<file path="src/design/i2cst_pkg.sv">
package i2cst_pkg;
  localparam int          CLK_HZ          = 40000000;
  localparam int          SCL_MAX_KHZ     = 400;
  localparam logic [7:0]  ADDR_CFG_RESET  = 8'h84;
  localparam logic [7:0]  REG_RSVD_LAST   = 8'hFC;
  localparam logic [7:0]  REG_COUNT_HI    = 8'hFD;
  localparam logic [7:0]  REG_COUNT_LO    = 8'hFE;
  localparam logic [7:0]  REG_STREAM      = 8'hFF;
  localparam logic [7:0]  PTR_RESET       = 8'hFF;
  localparam logic [7:0]  EMPTY_BYTE      = 8'hFF;
  localparam logic [7:0]  RSVD_READ       = 8'h00;
  localparam int          QUEUE_DEPTH     = 256;
  localparam int          QUEUE_AW        = 8;
  localparam int          SKID_DEPTH      = 2;

  typedef struct packed {
    logic       valid;
    logic [7:0] data;
  } i2cst_byte_t;
endpackage

</file>
<file path="src/design/i2cst_target.sv">
`timescale 1ns/100ps
module i2cst_target (
  input  wire logic       ref_clk_i,
  input  wire logic       rst_b_i,
  input  wire logic       sel_open_i,
  input  wire logic [7:0] addr_cfg_i,
  input  wire logic       scl_i,
  input  wire logic       sda_i,
  output logic            sda_o,
  output logic            sda_oe_b_o,
  input  wire logic       msg_valid_i,
  input  wire logic [7:0] msg_data_i,
  input  wire logic       msg_last_i,
  output logic            msg_ready_o,
  output logic            msg_drop_o,
  output logic            rx_valid_o,
  output logic [7:0]      rx_data_o,
  input  wire logic       rx_ready_i,
  output logic            rx_overrun_o
);
  localparam int QUEUE_DEPTH = i2cst_pkg::QUEUE_DEPTH;
  localparam int QUEUE_AW    = i2cst_pkg::QUEUE_AW;
  // pins cross into the clock domain through two flops each
  logic [1:0] scl_sync_q, sda_sync_q, sel_sync_q;
  logic       scl_q, sda_q;
  always_ff @(posedge ref_clk_i or negedge rst_b_i) begin
    if (!rst_b_i) begin
      scl_sync_q <= 2'h3;
      sda_sync_q <= 2'h3;
      sel_sync_q <= 2'h0;
      scl_q      <= 1'b1;
      sda_q      <= 1'b1;
    end else begin
      scl_sync_q <= {scl_sync_q[0], scl_i};
      sda_sync_q <= {sda_sync_q[0], sda_i};
      sel_sync_q <= {sel_sync_q[0], sel_open_i};
      scl_q      <= scl_sync_q[1];
      sda_q      <= sda_sync_q[1];
    end
  end
  wire logic scl_s   = scl_sync_q[1];
  wire logic sda_s   = sda_sync_q[1];
  wire logic enable  = sel_sync_q[1];
  // at 40 MHz a 400 kHz SCL gives 100 samples per bit, ample for filtering by sync
  wire logic scl_rise = scl_s & ~scl_q;
  wire logic scl_fall = ~scl_s & scl_q;
  wire logic start_c  = scl_s & scl_q & ~sda_s & sda_q;
  wire logic stop_c   = scl_s & scl_q & sda_s & ~sda_q;

  typedef enum logic [4:0] {
    ST_IDLE = 5'h01,
    ST_ADDR = 5'h02,
    ST_WR   = 5'h04,
    ST_RD   = 5'h08,
    ST_RACK = 5'h10
  } i2cst_state_t;

  i2cst_state_t state_q;
  logic [2:0] bit_q;
  logic [7:0] shift_q;
  logic       ack_phase_q;
  logic       rw_q;
  logic [7:0] ptr_q;
  logic [7:0] wr_cnt_q;
  logic [7:0] first_byte_q;
  logic [7:0] tx_q;

  // message queue with a two-entry skid stage on its input
  logic [7:0]          mem [QUEUE_DEPTH];
  logic [QUEUE_AW:0]   wp_q, rp_q;
  logic [QUEUE_AW:0]   count;
  logic                q_full, q_empty;
  i2cst_pkg::i2cst_byte_t skid_q [i2cst_pkg::SKID_DEPTH];
  logic                drop_msg_q;
  assign count   = wp_q - rp_q;
  assign q_full  = count[QUEUE_AW];
  assign q_empty = (count == '0);

  function automatic logic [7:0] rd_mux(input logic [7:0] idx, input logic [QUEUE_AW:0] cnt,
                                        input logic emp, input logic [7:0] head);
    case (idx) // full 8-bit index space
      i2cst_pkg::REG_COUNT_HI: rd_mux = {7'h00, cnt[QUEUE_AW]};
      i2cst_pkg::REG_COUNT_LO: rd_mux = cnt[7:0];
      i2cst_pkg::REG_STREAM:   rd_mux = emp ? i2cst_pkg::EMPTY_BYTE : head;
      default:                 rd_mux = i2cst_pkg::RSVD_READ;
    endcase
  endfunction

  wire logic [7:0] head     = mem[rp_q[QUEUE_AW-1:0]];
  wire logic       addr_hit = (shift_q[7:1] == addr_cfg_i[7:1]);
  // byte completes on the eighth SCL rise
  wire logic       byte_done = scl_rise & ~ack_phase_q & (bit_q == 3'h7);
  wire logic [7:0] byte_in   = {shift_q[6:0], sda_s};
  logic            pop;

  always_ff @(posedge ref_clk_i or negedge rst_b_i) begin
    if (!rst_b_i) begin
      state_q     <= ST_IDLE;
      bit_q       <= 3'h0;
      shift_q     <= 8'h00;
      ack_phase_q <= 1'b0;
      rw_q        <= 1'b0;
      sda_o       <= 1'b1;
      sda_oe_b_o  <= 1'b1;
    end else if (!enable || stop_c) begin
      state_q     <= ST_IDLE;
      ack_phase_q <= 1'b0;
      sda_oe_b_o  <= 1'b1;
      sda_o       <= 1'b1;
    end else if (start_c) begin
      state_q     <= ST_ADDR; // repeated start re-enters here
      bit_q       <= 3'h0;
      ack_phase_q <= 1'b0;
      sda_oe_b_o  <= 1'b1;
    end else begin
      if (scl_rise && !ack_phase_q) begin
        shift_q <= byte_in;
        bit_q   <= bit_q + 3'h1;
      end
      case (state_q)
        ST_IDLE: begin
          sda_oe_b_o <= 1'b1;
        end
        ST_ADDR, ST_WR: begin
          if (byte_done && state_q == ST_ADDR) begin
            rw_q <= byte_in[0];
            if (byte_in[7:1] == addr_cfg_i[7:1]) begin
              ack_phase_q <= 1'b1;
            end else begin
              state_q <= ST_IDLE;
            end
          end else if (byte_done) begin
            ack_phase_q <= 1'b1;
          end
          if (ack_phase_q && scl_fall && sda_oe_b_o) begin
            sda_o      <= 1'b0;
            sda_oe_b_o <= 1'b0; // ack low
          end else if (ack_phase_q && scl_fall) begin
            sda_oe_b_o  <= 1'b1;
            ack_phase_q <= 1'b0;
            bit_q       <= 3'h0;
            if (state_q == ST_ADDR) begin
              state_q <= rw_q ? ST_RD : ST_WR;
              if (rw_q) begin
                sda_o      <= tx_q[7];
                sda_oe_b_o <= tx_q[7];
              end
            end
          end
        end
        ST_RD: begin
          if (scl_fall) begin
            if (bit_q == 3'h0 && ack_phase_q == 1'b0 && !sda_oe_b_o && 1'b0) begin
              sda_o <= 1'b0;
            end else if (bit_q == 3'h0) begin
              sda_o      <= 1'b1;
              sda_oe_b_o <= 1'b1;
              state_q    <= ST_RACK;
            end else begin
              sda_o      <= tx_q[3'h7 - bit_q];
              sda_oe_b_o <= tx_q[3'h7 - bit_q];
            end
          end
        end
        ST_RACK: begin
          // the ack clock is not a data bit, so the bit counter restarts here
          if (scl_rise) begin
            bit_q <= 3'h0;
            if (sda_s) begin
              state_q <= ST_IDLE; // nack ends the read
            end
          end
          if (scl_fall) begin
            sda_o      <= tx_q[7];
            sda_oe_b_o <= tx_q[7];
            state_q    <= ST_RD;
          end
        end
        default: state_q <= ST_IDLE;
      endcase
    end
  end

  // read pointer and prefetched transmit byte
  always_ff @(posedge ref_clk_i or negedge rst_b_i) begin
    if (!rst_b_i) begin
      ptr_q        <= i2cst_pkg::PTR_RESET;
      wr_cnt_q     <= 8'h00;
      first_byte_q <= 8'h00;
      tx_q         <= i2cst_pkg::EMPTY_BYTE;
      pop          <= 1'b0;
    end else begin
      pop <= 1'b0;
      if (state_q == ST_ADDR && byte_done) begin
        wr_cnt_q <= 8'h00;
        tx_q     <= rd_mux(ptr_q, count, q_empty, head);
      end
      if (state_q == ST_WR && byte_done) begin
        if (wr_cnt_q != 8'hFF) begin
          wr_cnt_q <= wr_cnt_q + 8'h01;
        end
        if (wr_cnt_q == 8'h00) begin
          first_byte_q <= byte_in;
        end
      end
      // one data byte then stop or restart selects the register
      if (state_q == ST_WR && (stop_c || start_c) && wr_cnt_q == 8'h01) begin
        ptr_q    <= first_byte_q;
        wr_cnt_q <= 8'h00;
      end
      if (state_q == ST_RD && scl_fall && bit_q == 3'h0) begin
        pop <= (ptr_q == i2cst_pkg::REG_STREAM) && !q_empty;
        if (ptr_q != i2cst_pkg::REG_STREAM) begin
          ptr_q <= ptr_q + 8'h01;
        end
      end
      if (state_q == ST_RACK && scl_rise) begin
        tx_q <= rd_mux(ptr_q, count, q_empty, head);
      end
    end
  end

  // host message bytes go to the parser, never to registers
  // first byte is held back until a second proves it is a message
  logic [1:0] rx_n_q;
  logic [7:0] rx_buf_q [2];
  always_ff @(posedge ref_clk_i or negedge rst_b_i) begin
    if (!rst_b_i) begin
      rx_valid_o   <= 1'b0;
      rx_data_o    <= 8'h00;
      rx_overrun_o <= 1'b0;
      rx_n_q       <= 2'h0;
      rx_buf_q[0]  <= 8'h00;
      rx_buf_q[1]  <= 8'h00;
    end else begin
      rx_overrun_o <= 1'b0;
      if (rx_valid_o && rx_ready_i) begin
        rx_valid_o <= 1'b0;
      end
      if (state_q == ST_WR && byte_done && wr_cnt_q == 8'h01) begin
        // second byte proves a message: release the held first byte with it
        if (rx_n_q != 2'h0) begin
          rx_overrun_o <= 1'b1;
        end else begin
          rx_buf_q[0] <= first_byte_q;
          rx_buf_q[1] <= byte_in;
          rx_n_q      <= 2'h2;
        end
      end else if (state_q == ST_WR && byte_done && wr_cnt_q != 8'h00) begin
        if (rx_n_q == 2'h2) begin
          rx_overrun_o <= 1'b1;
        end else begin
          rx_buf_q[rx_n_q[0]] <= byte_in;
          rx_n_q              <= rx_n_q + 2'h1;
        end
      end else if (rx_n_q != 2'h0 && (!rx_valid_o || rx_ready_i)) begin
        rx_valid_o  <= 1'b1;
        rx_data_o   <= rx_buf_q[0];
        rx_buf_q[0] <= rx_buf_q[1];
        rx_n_q      <= rx_n_q - 2'h1;
      end
    end
  end

  // message input: skid stage then queue; a message that meets a full queue is
  // dropped to its end so queued bytes are never overwritten
  wire logic skid_room = !skid_q[1].valid;
  always_ff @(posedge ref_clk_i or negedge rst_b_i) begin
    if (!rst_b_i) begin
      skid_q[0]   <= '0;
      skid_q[1]   <= '0;
      wp_q        <= '0;
      rp_q        <= '0;
      drop_msg_q  <= 1'b0;
      msg_ready_o <= 1'b0;
      msg_drop_o  <= 1'b0;
    end else begin
      msg_ready_o <= skid_room;
      msg_drop_o  <= 1'b0;
      if (pop) begin
        rp_q <= rp_q + 1'b1;
      end
      if (skid_q[0].valid && !q_full) begin
        mem[wp_q[QUEUE_AW-1:0]] <= skid_q[0].data;
        wp_q      <= wp_q + 1'b1;
        skid_q[0] <= skid_q[1];
        skid_q[1] <= '0;
      end
      if (msg_valid_i && msg_ready_o) begin
        if (drop_msg_q || q_full) begin
          drop_msg_q <= !msg_last_i;
          msg_drop_o <= msg_last_i;
        end else if (!skid_q[0].valid || (skid_q[0].valid && !q_full && !skid_q[1].valid)) begin
          if (skid_q[0].valid && !q_full) begin
            skid_q[0] <= '{valid: 1'b1, data: msg_data_i};
          end else if (!skid_q[0].valid) begin
            skid_q[0] <= '{valid: 1'b1, data: msg_data_i};
          end else begin
            skid_q[1] <= '{valid: 1'b1, data: msg_data_i};
          end
        end else begin
          skid_q[1] <= '{valid: 1'b1, data: msg_data_i};
        end
      end
    end
  end
endmodule

</file>
<file path="config.mk">
export PLATFORM = sky130hd
export DESIGN_NAME = i2cst_target
export DESIGN_NICKNAME = d
export VERILOG_FILES = /design/src/design/i2cst_pkg.sv /design/src/design/i2cst_target.sv
export SDC_FILE = /design/constraint.sdc
export NUM_CORES = 2
export LEC_CHECK = 0
export BUFFER_PORTS_ARGS = -buffer_cell sky130_fd_sc_hd__buf_2
export CORE_ASPECT_RATIO = 0.8
export CORE_MARGIN = 2
export CORE_UTILIZATION = 45
export DETAILED_ROUTE_END_ITERATION = 8
export GPL_ROUTABILITY_DRIVEN = 0
export PLACE_DENSITY = 0.67
export REMOVE_ABC_BUFFERS = 1
export SYNTH_ARGS = -nofsm -noshare
export SYNTH_HDL_FRONTEND = slang
export SYNTH_SLANG_ARGS = --single-unit
</file>
<file path="constraint.sdc">
create_clock -name ref_clk_i -period 9.6 [get_ports ref_clk_i]
set_input_delay 1.92 -clock ref_clk_i [delete_from_list [all_inputs] [get_ports ref_clk_i]]
set_output_delay 1.92 -clock ref_clk_i [all_outputs]
set_load 0.05 [all_outputs]
</file>
==> flow_summary.ini <==
[worst_setup_path]
endpoint_kind = register
worstSetupPathType = reg -> reg
worstPathRequired_ns = 10.04
slowest_delay_ns = 1.09
cp_top_family = simple AND/OR/NAND/NOR gates
path_cells = ha_1, fa_1, nand2b_1, a21o_1, a32o_1, xnor2_2, buf_4, and2_1, nand4_1, buf_4, nor2_1
worstSetupStartpointType = register
slowest_stage = nand4_1
cp_num_buf_inv = 2
path_max_fanout = 32
cp.arrival_ns = 6.46
cp_common_cell = buf_4

[sta]
tightest_slew_ns = 1.27
fin_skew_ns = 0.0359
whs_ns = 0.357
setup_viol = 0
fmax_ghz = 0.166
final.period_utilization_pct = 62.8
slew-limit-headroom_pct = 14.9
min_period_ns = 6.02
layout_setup_ws_ns = 3.58
drv_slew = 0
hold_violations = 0
setup_tns_ns = 0
rsz0062_at_grt = no

[pwr]
power.clock.fraction_pct = 35.0
power.density_nw_per_um2 = 227
sw_frac_of_total_pct = 25.0
power_frac_seq_pct = 57.0
ir_drop_v = 0.000198
p_leak_nw = 29.2
power_frac_comb_pct = 8.0
switchingPower_mw = 5.40
p_int_mw = 16.2

[final_layout]
fillers = 15100
drive_gt1_share_pct = 21.5
multiInputGateArea_um2 = 20100
layout.nets = 4502
syn2layout_area_growth_pct = 10.3
regArea_um2 = 64800
utilization_pct = 50.1

[clock_network]
cts_tree = done
cts_hold_buf = 0
clock_path_buffers = 3
clock-sinks = 2175
clock_latency_ns = 0.84
clock_tree.root_cell = clkbuf_16
post_cts_buffers = 0
cts_max_level = 4
path_clk_slew_ns = 0.06
cts_buffers = 196
cts_resized = 0

[global_routing]
grt_overflow = 0
grt_max_degree = 201
grt_pass1_vias = 43000
globalRouteTotalUtil_pct = 22.5
grt_antenna_before_repair = 7
grt_pass1_wl_mm = 315

[logic_synthesis]
synth_warnings = 0
netlist_instances = 4374
synth-edff-count = 2048
ys.flop_type = edfxtp_1
yosysSeqAreaShare_pct = 75.0
synthArstFlopShare_pct = 5.84
syn-cell-area_um2 = 86300
synth.distinct_cells = 88
syn_area_per_cell_um2 = 19.7
ys_ff_latch = 2175

[detailed_routing]
wire_per_inst_um = 30.9
vias = 44500
vias_per_cell = 6.21
route.met2.wl_mm = 96.3
drc = 0
routed-wl-met3_mm = 28.5
wl_met1_mm = 89.8
dr.pass1.iters = 6
dr.max_layer_used = met5
ant_nets = 0
drt-total-wl_mm = 221
drt-initial-drc-count = 6015

[place]
port_buffers = 36
dp_hpwl_mm = 132
dp_slack_ns = 3.77

[floorplanning]
start_util_pct = 45.4
core_um2 = 190000
die-area_um2 = 195000
die_x_um = 494
die_h_um = 396
row_count = 143
io-pin-count = 38

[worst_hold_path]
hold_path.class = reg -> reg

[run]
max_cap_violations = 0

[run_status]
status = completed
[stage by stage]
step | cell area, µm² | cells | power [mW]
6_report | 95200 | 7155 | 21.6
5_1_grt | 95200 | 7153 | 22.2
4_1_cts | 95200 | 7153 | 21.7
3_5_place_dp | 89100 | 6791 | 14.2
3_3_place_gp | 89100 | 6791 | 14.1
2_1_floorplan | 84900 | 4130 | 13.4
[cells in the final DEF (no fill, tap or decap), drive strengths merged, types with 20 or more instances in the layout]
| cell type | count |
|---|---|
| clkinv | 94 |
| a22oi | 34 |
| nand4 | 29 |
| a221oi | 28 |
| inv | 31 |
| a21oi | 75 |
| xnor2 | 21 |
| nor2 | 330 |
| o22ai | 52 |
| o21ai | 83 |
| o221ai | 20 |
| mux2 | 39 |
| mux4 | 489 |
| nand2 | 185 |
| dfrtp | 102 |
| nor3 | 26 |
| buf | 124 |
| ha | 25 |
| mux2i | 183 |
| dfstp | 25 |
| nand3 | 63 |
| clkbuf | 244 |
| edfxtp | 2048 |
[path summary, 6_finish.rpt]
path / start / endpoint / slack, ns / cells past startpoint
setup / recovery: rp_q[0] / mem[64][2] / 3.58 / 11
min in group asynchronous: rst_b_i / async pin / 1.01 / 1
hold / removal: sel_sync_q[0] / sel_sync_q[1] / 0.36 / 0
hold reg to reg: sel_sync_q[0] / sel_sync_q[1] / 0.36 / 0
max in group asynchronous: rst_b_i / rx_buf_q[11] / 6.83 / 3
setup reg to reg: rp_q[0] / mem[64][2] / 3.58 / 11
[sequential cells by signal, indices dropped and copies added (netlist names), 8 cells and up, named ones only]
signal / flops
first_byte_q: 8
mem: 2048
ptr_q: 8
rp_q: 9
rx_buf_q: 16
rx_data_o: 8
skid_q: 10
tx_q: 8
wp_q: 9
wr_cnt_q: 8
[synth_stat cells (8+ instances only)]
| master | instances | area [µm²] |
|---|---|---|
| a2111oi_0 | 8 | 70.1 |
| a211oi_1 | 13 | 97.6 |
| a21oi_1 | 75 | 375 |
| a221oi_1 | 28 | 245 |
| a22o_1 | 16 | 140 |
| a22oi_1 | 34 | 255 |
| a31oi_1 | 15 | 93.8 |
| and2_1 | 8 | 50.1 |
| and3_1 | 14 | 87.6 |
| buf_1 | 19 | 71.3 |
| buf_2 | 56 | 280 |
| buf_4 | 23 | 173 |
| buf_6 | 33 | 372 |
| clkbuf_1 | 106 | 398 |
| dfrtp_1 | 102 | 2550 |
| dfstp_2 | 25 | 657 |
| edfxtp_1 | 2048 | 61500 |
| ha_1 | 25 | 313 |
| inv_1 | 24 | 90.1 |
| mux2_2 | 39 | 439 |
| mux2i_1 | 183 | 1830 |
| mux4_2 | 489 | 11000 |
| nand2_1 | 185 | 694 |
| nand3_1 | 63 | 315 |
| nand3b_1 | 16 | 120 |
| nand4_1 | 28 | 175 |
| nor2_1 | 330 | 1240 |
| nor2b_1 | 19 | 119 |
| nor3_1 | 25 | 125 |
| o211ai_1 | 9 | 67.6 |
| o21ai_0 | 66 | 330 |
| o21ai_1 | 17 | 85.1 |
| o221ai_1 | 20 | 175 |
| o22ai_1 | 52 | 325 |
| xnor2_1 | 21 | 184 |
| xor2_1 | 10 | 87.6 |
[layout make-up]
type                       instances  area share, %
antenna                            2        0.00526
sequential                      2175           68.0
tap                             2537           3.33
clock inverter                   118          0.940
clock buffer                     244           5.46
inverter                          26          0.110
multi-input combinational       1929           21.1
timing repair buffer             124          0.995
[worst register-to-register path, stage by stage, from the launching register on]
cell      delay [ns]
dfrtp_4         0.74
ha_1            0.36
fa_1            0.41
nand2b_1        0.21
a21o_1          0.21
a32o_1          0.26
xnor2_2         0.12
buf_4           0.30
and2_1          0.51
nand4_1         1.09
buf_4           0.65
nor2_1          0.79
[routing by layer]
layer	vias up	track usage, %
met2	2577	31.9
li1	18100	-
met1	23400	33.2
met4	4	6.72
met3	403	7.24
met5	-	0.443
[power by group through the flow]
stage / Sequential [mW] / Clock (mW) / Combinational (mW)
finish: 12.3 / 7.56 / 1.73
global placement: 12.5 / 0 / 1.63
detailed placement: 12.5 / 0 / 1.72
floorplan: 13.0 / 0 / 0.360
CTS: 12.3 / 7.65 / 1.72
global route: 12.3 / 8.02 / 1.86
[logic make-up (layout without fill, tap and decap cells)]
family | Yosys count | after routing | share of synthesized area, %
other | 0 | 2 | 0
xor gates and xnor gates | 31 | 31 | 0.315
DFF | 2175 | 2175 | 75.0
AOI/OAI and AO/OA | 421 | 421 | 3.31
adders and majority gates | 26 | 26 | 0.386
and+or+nand+nor | 740 | 740 | 3.87
buffers and inverters | 270 | 512 | 1.74
muxes | 711 | 711 | 15.4
Note: power is estimated with default switching activity, not from simulation.
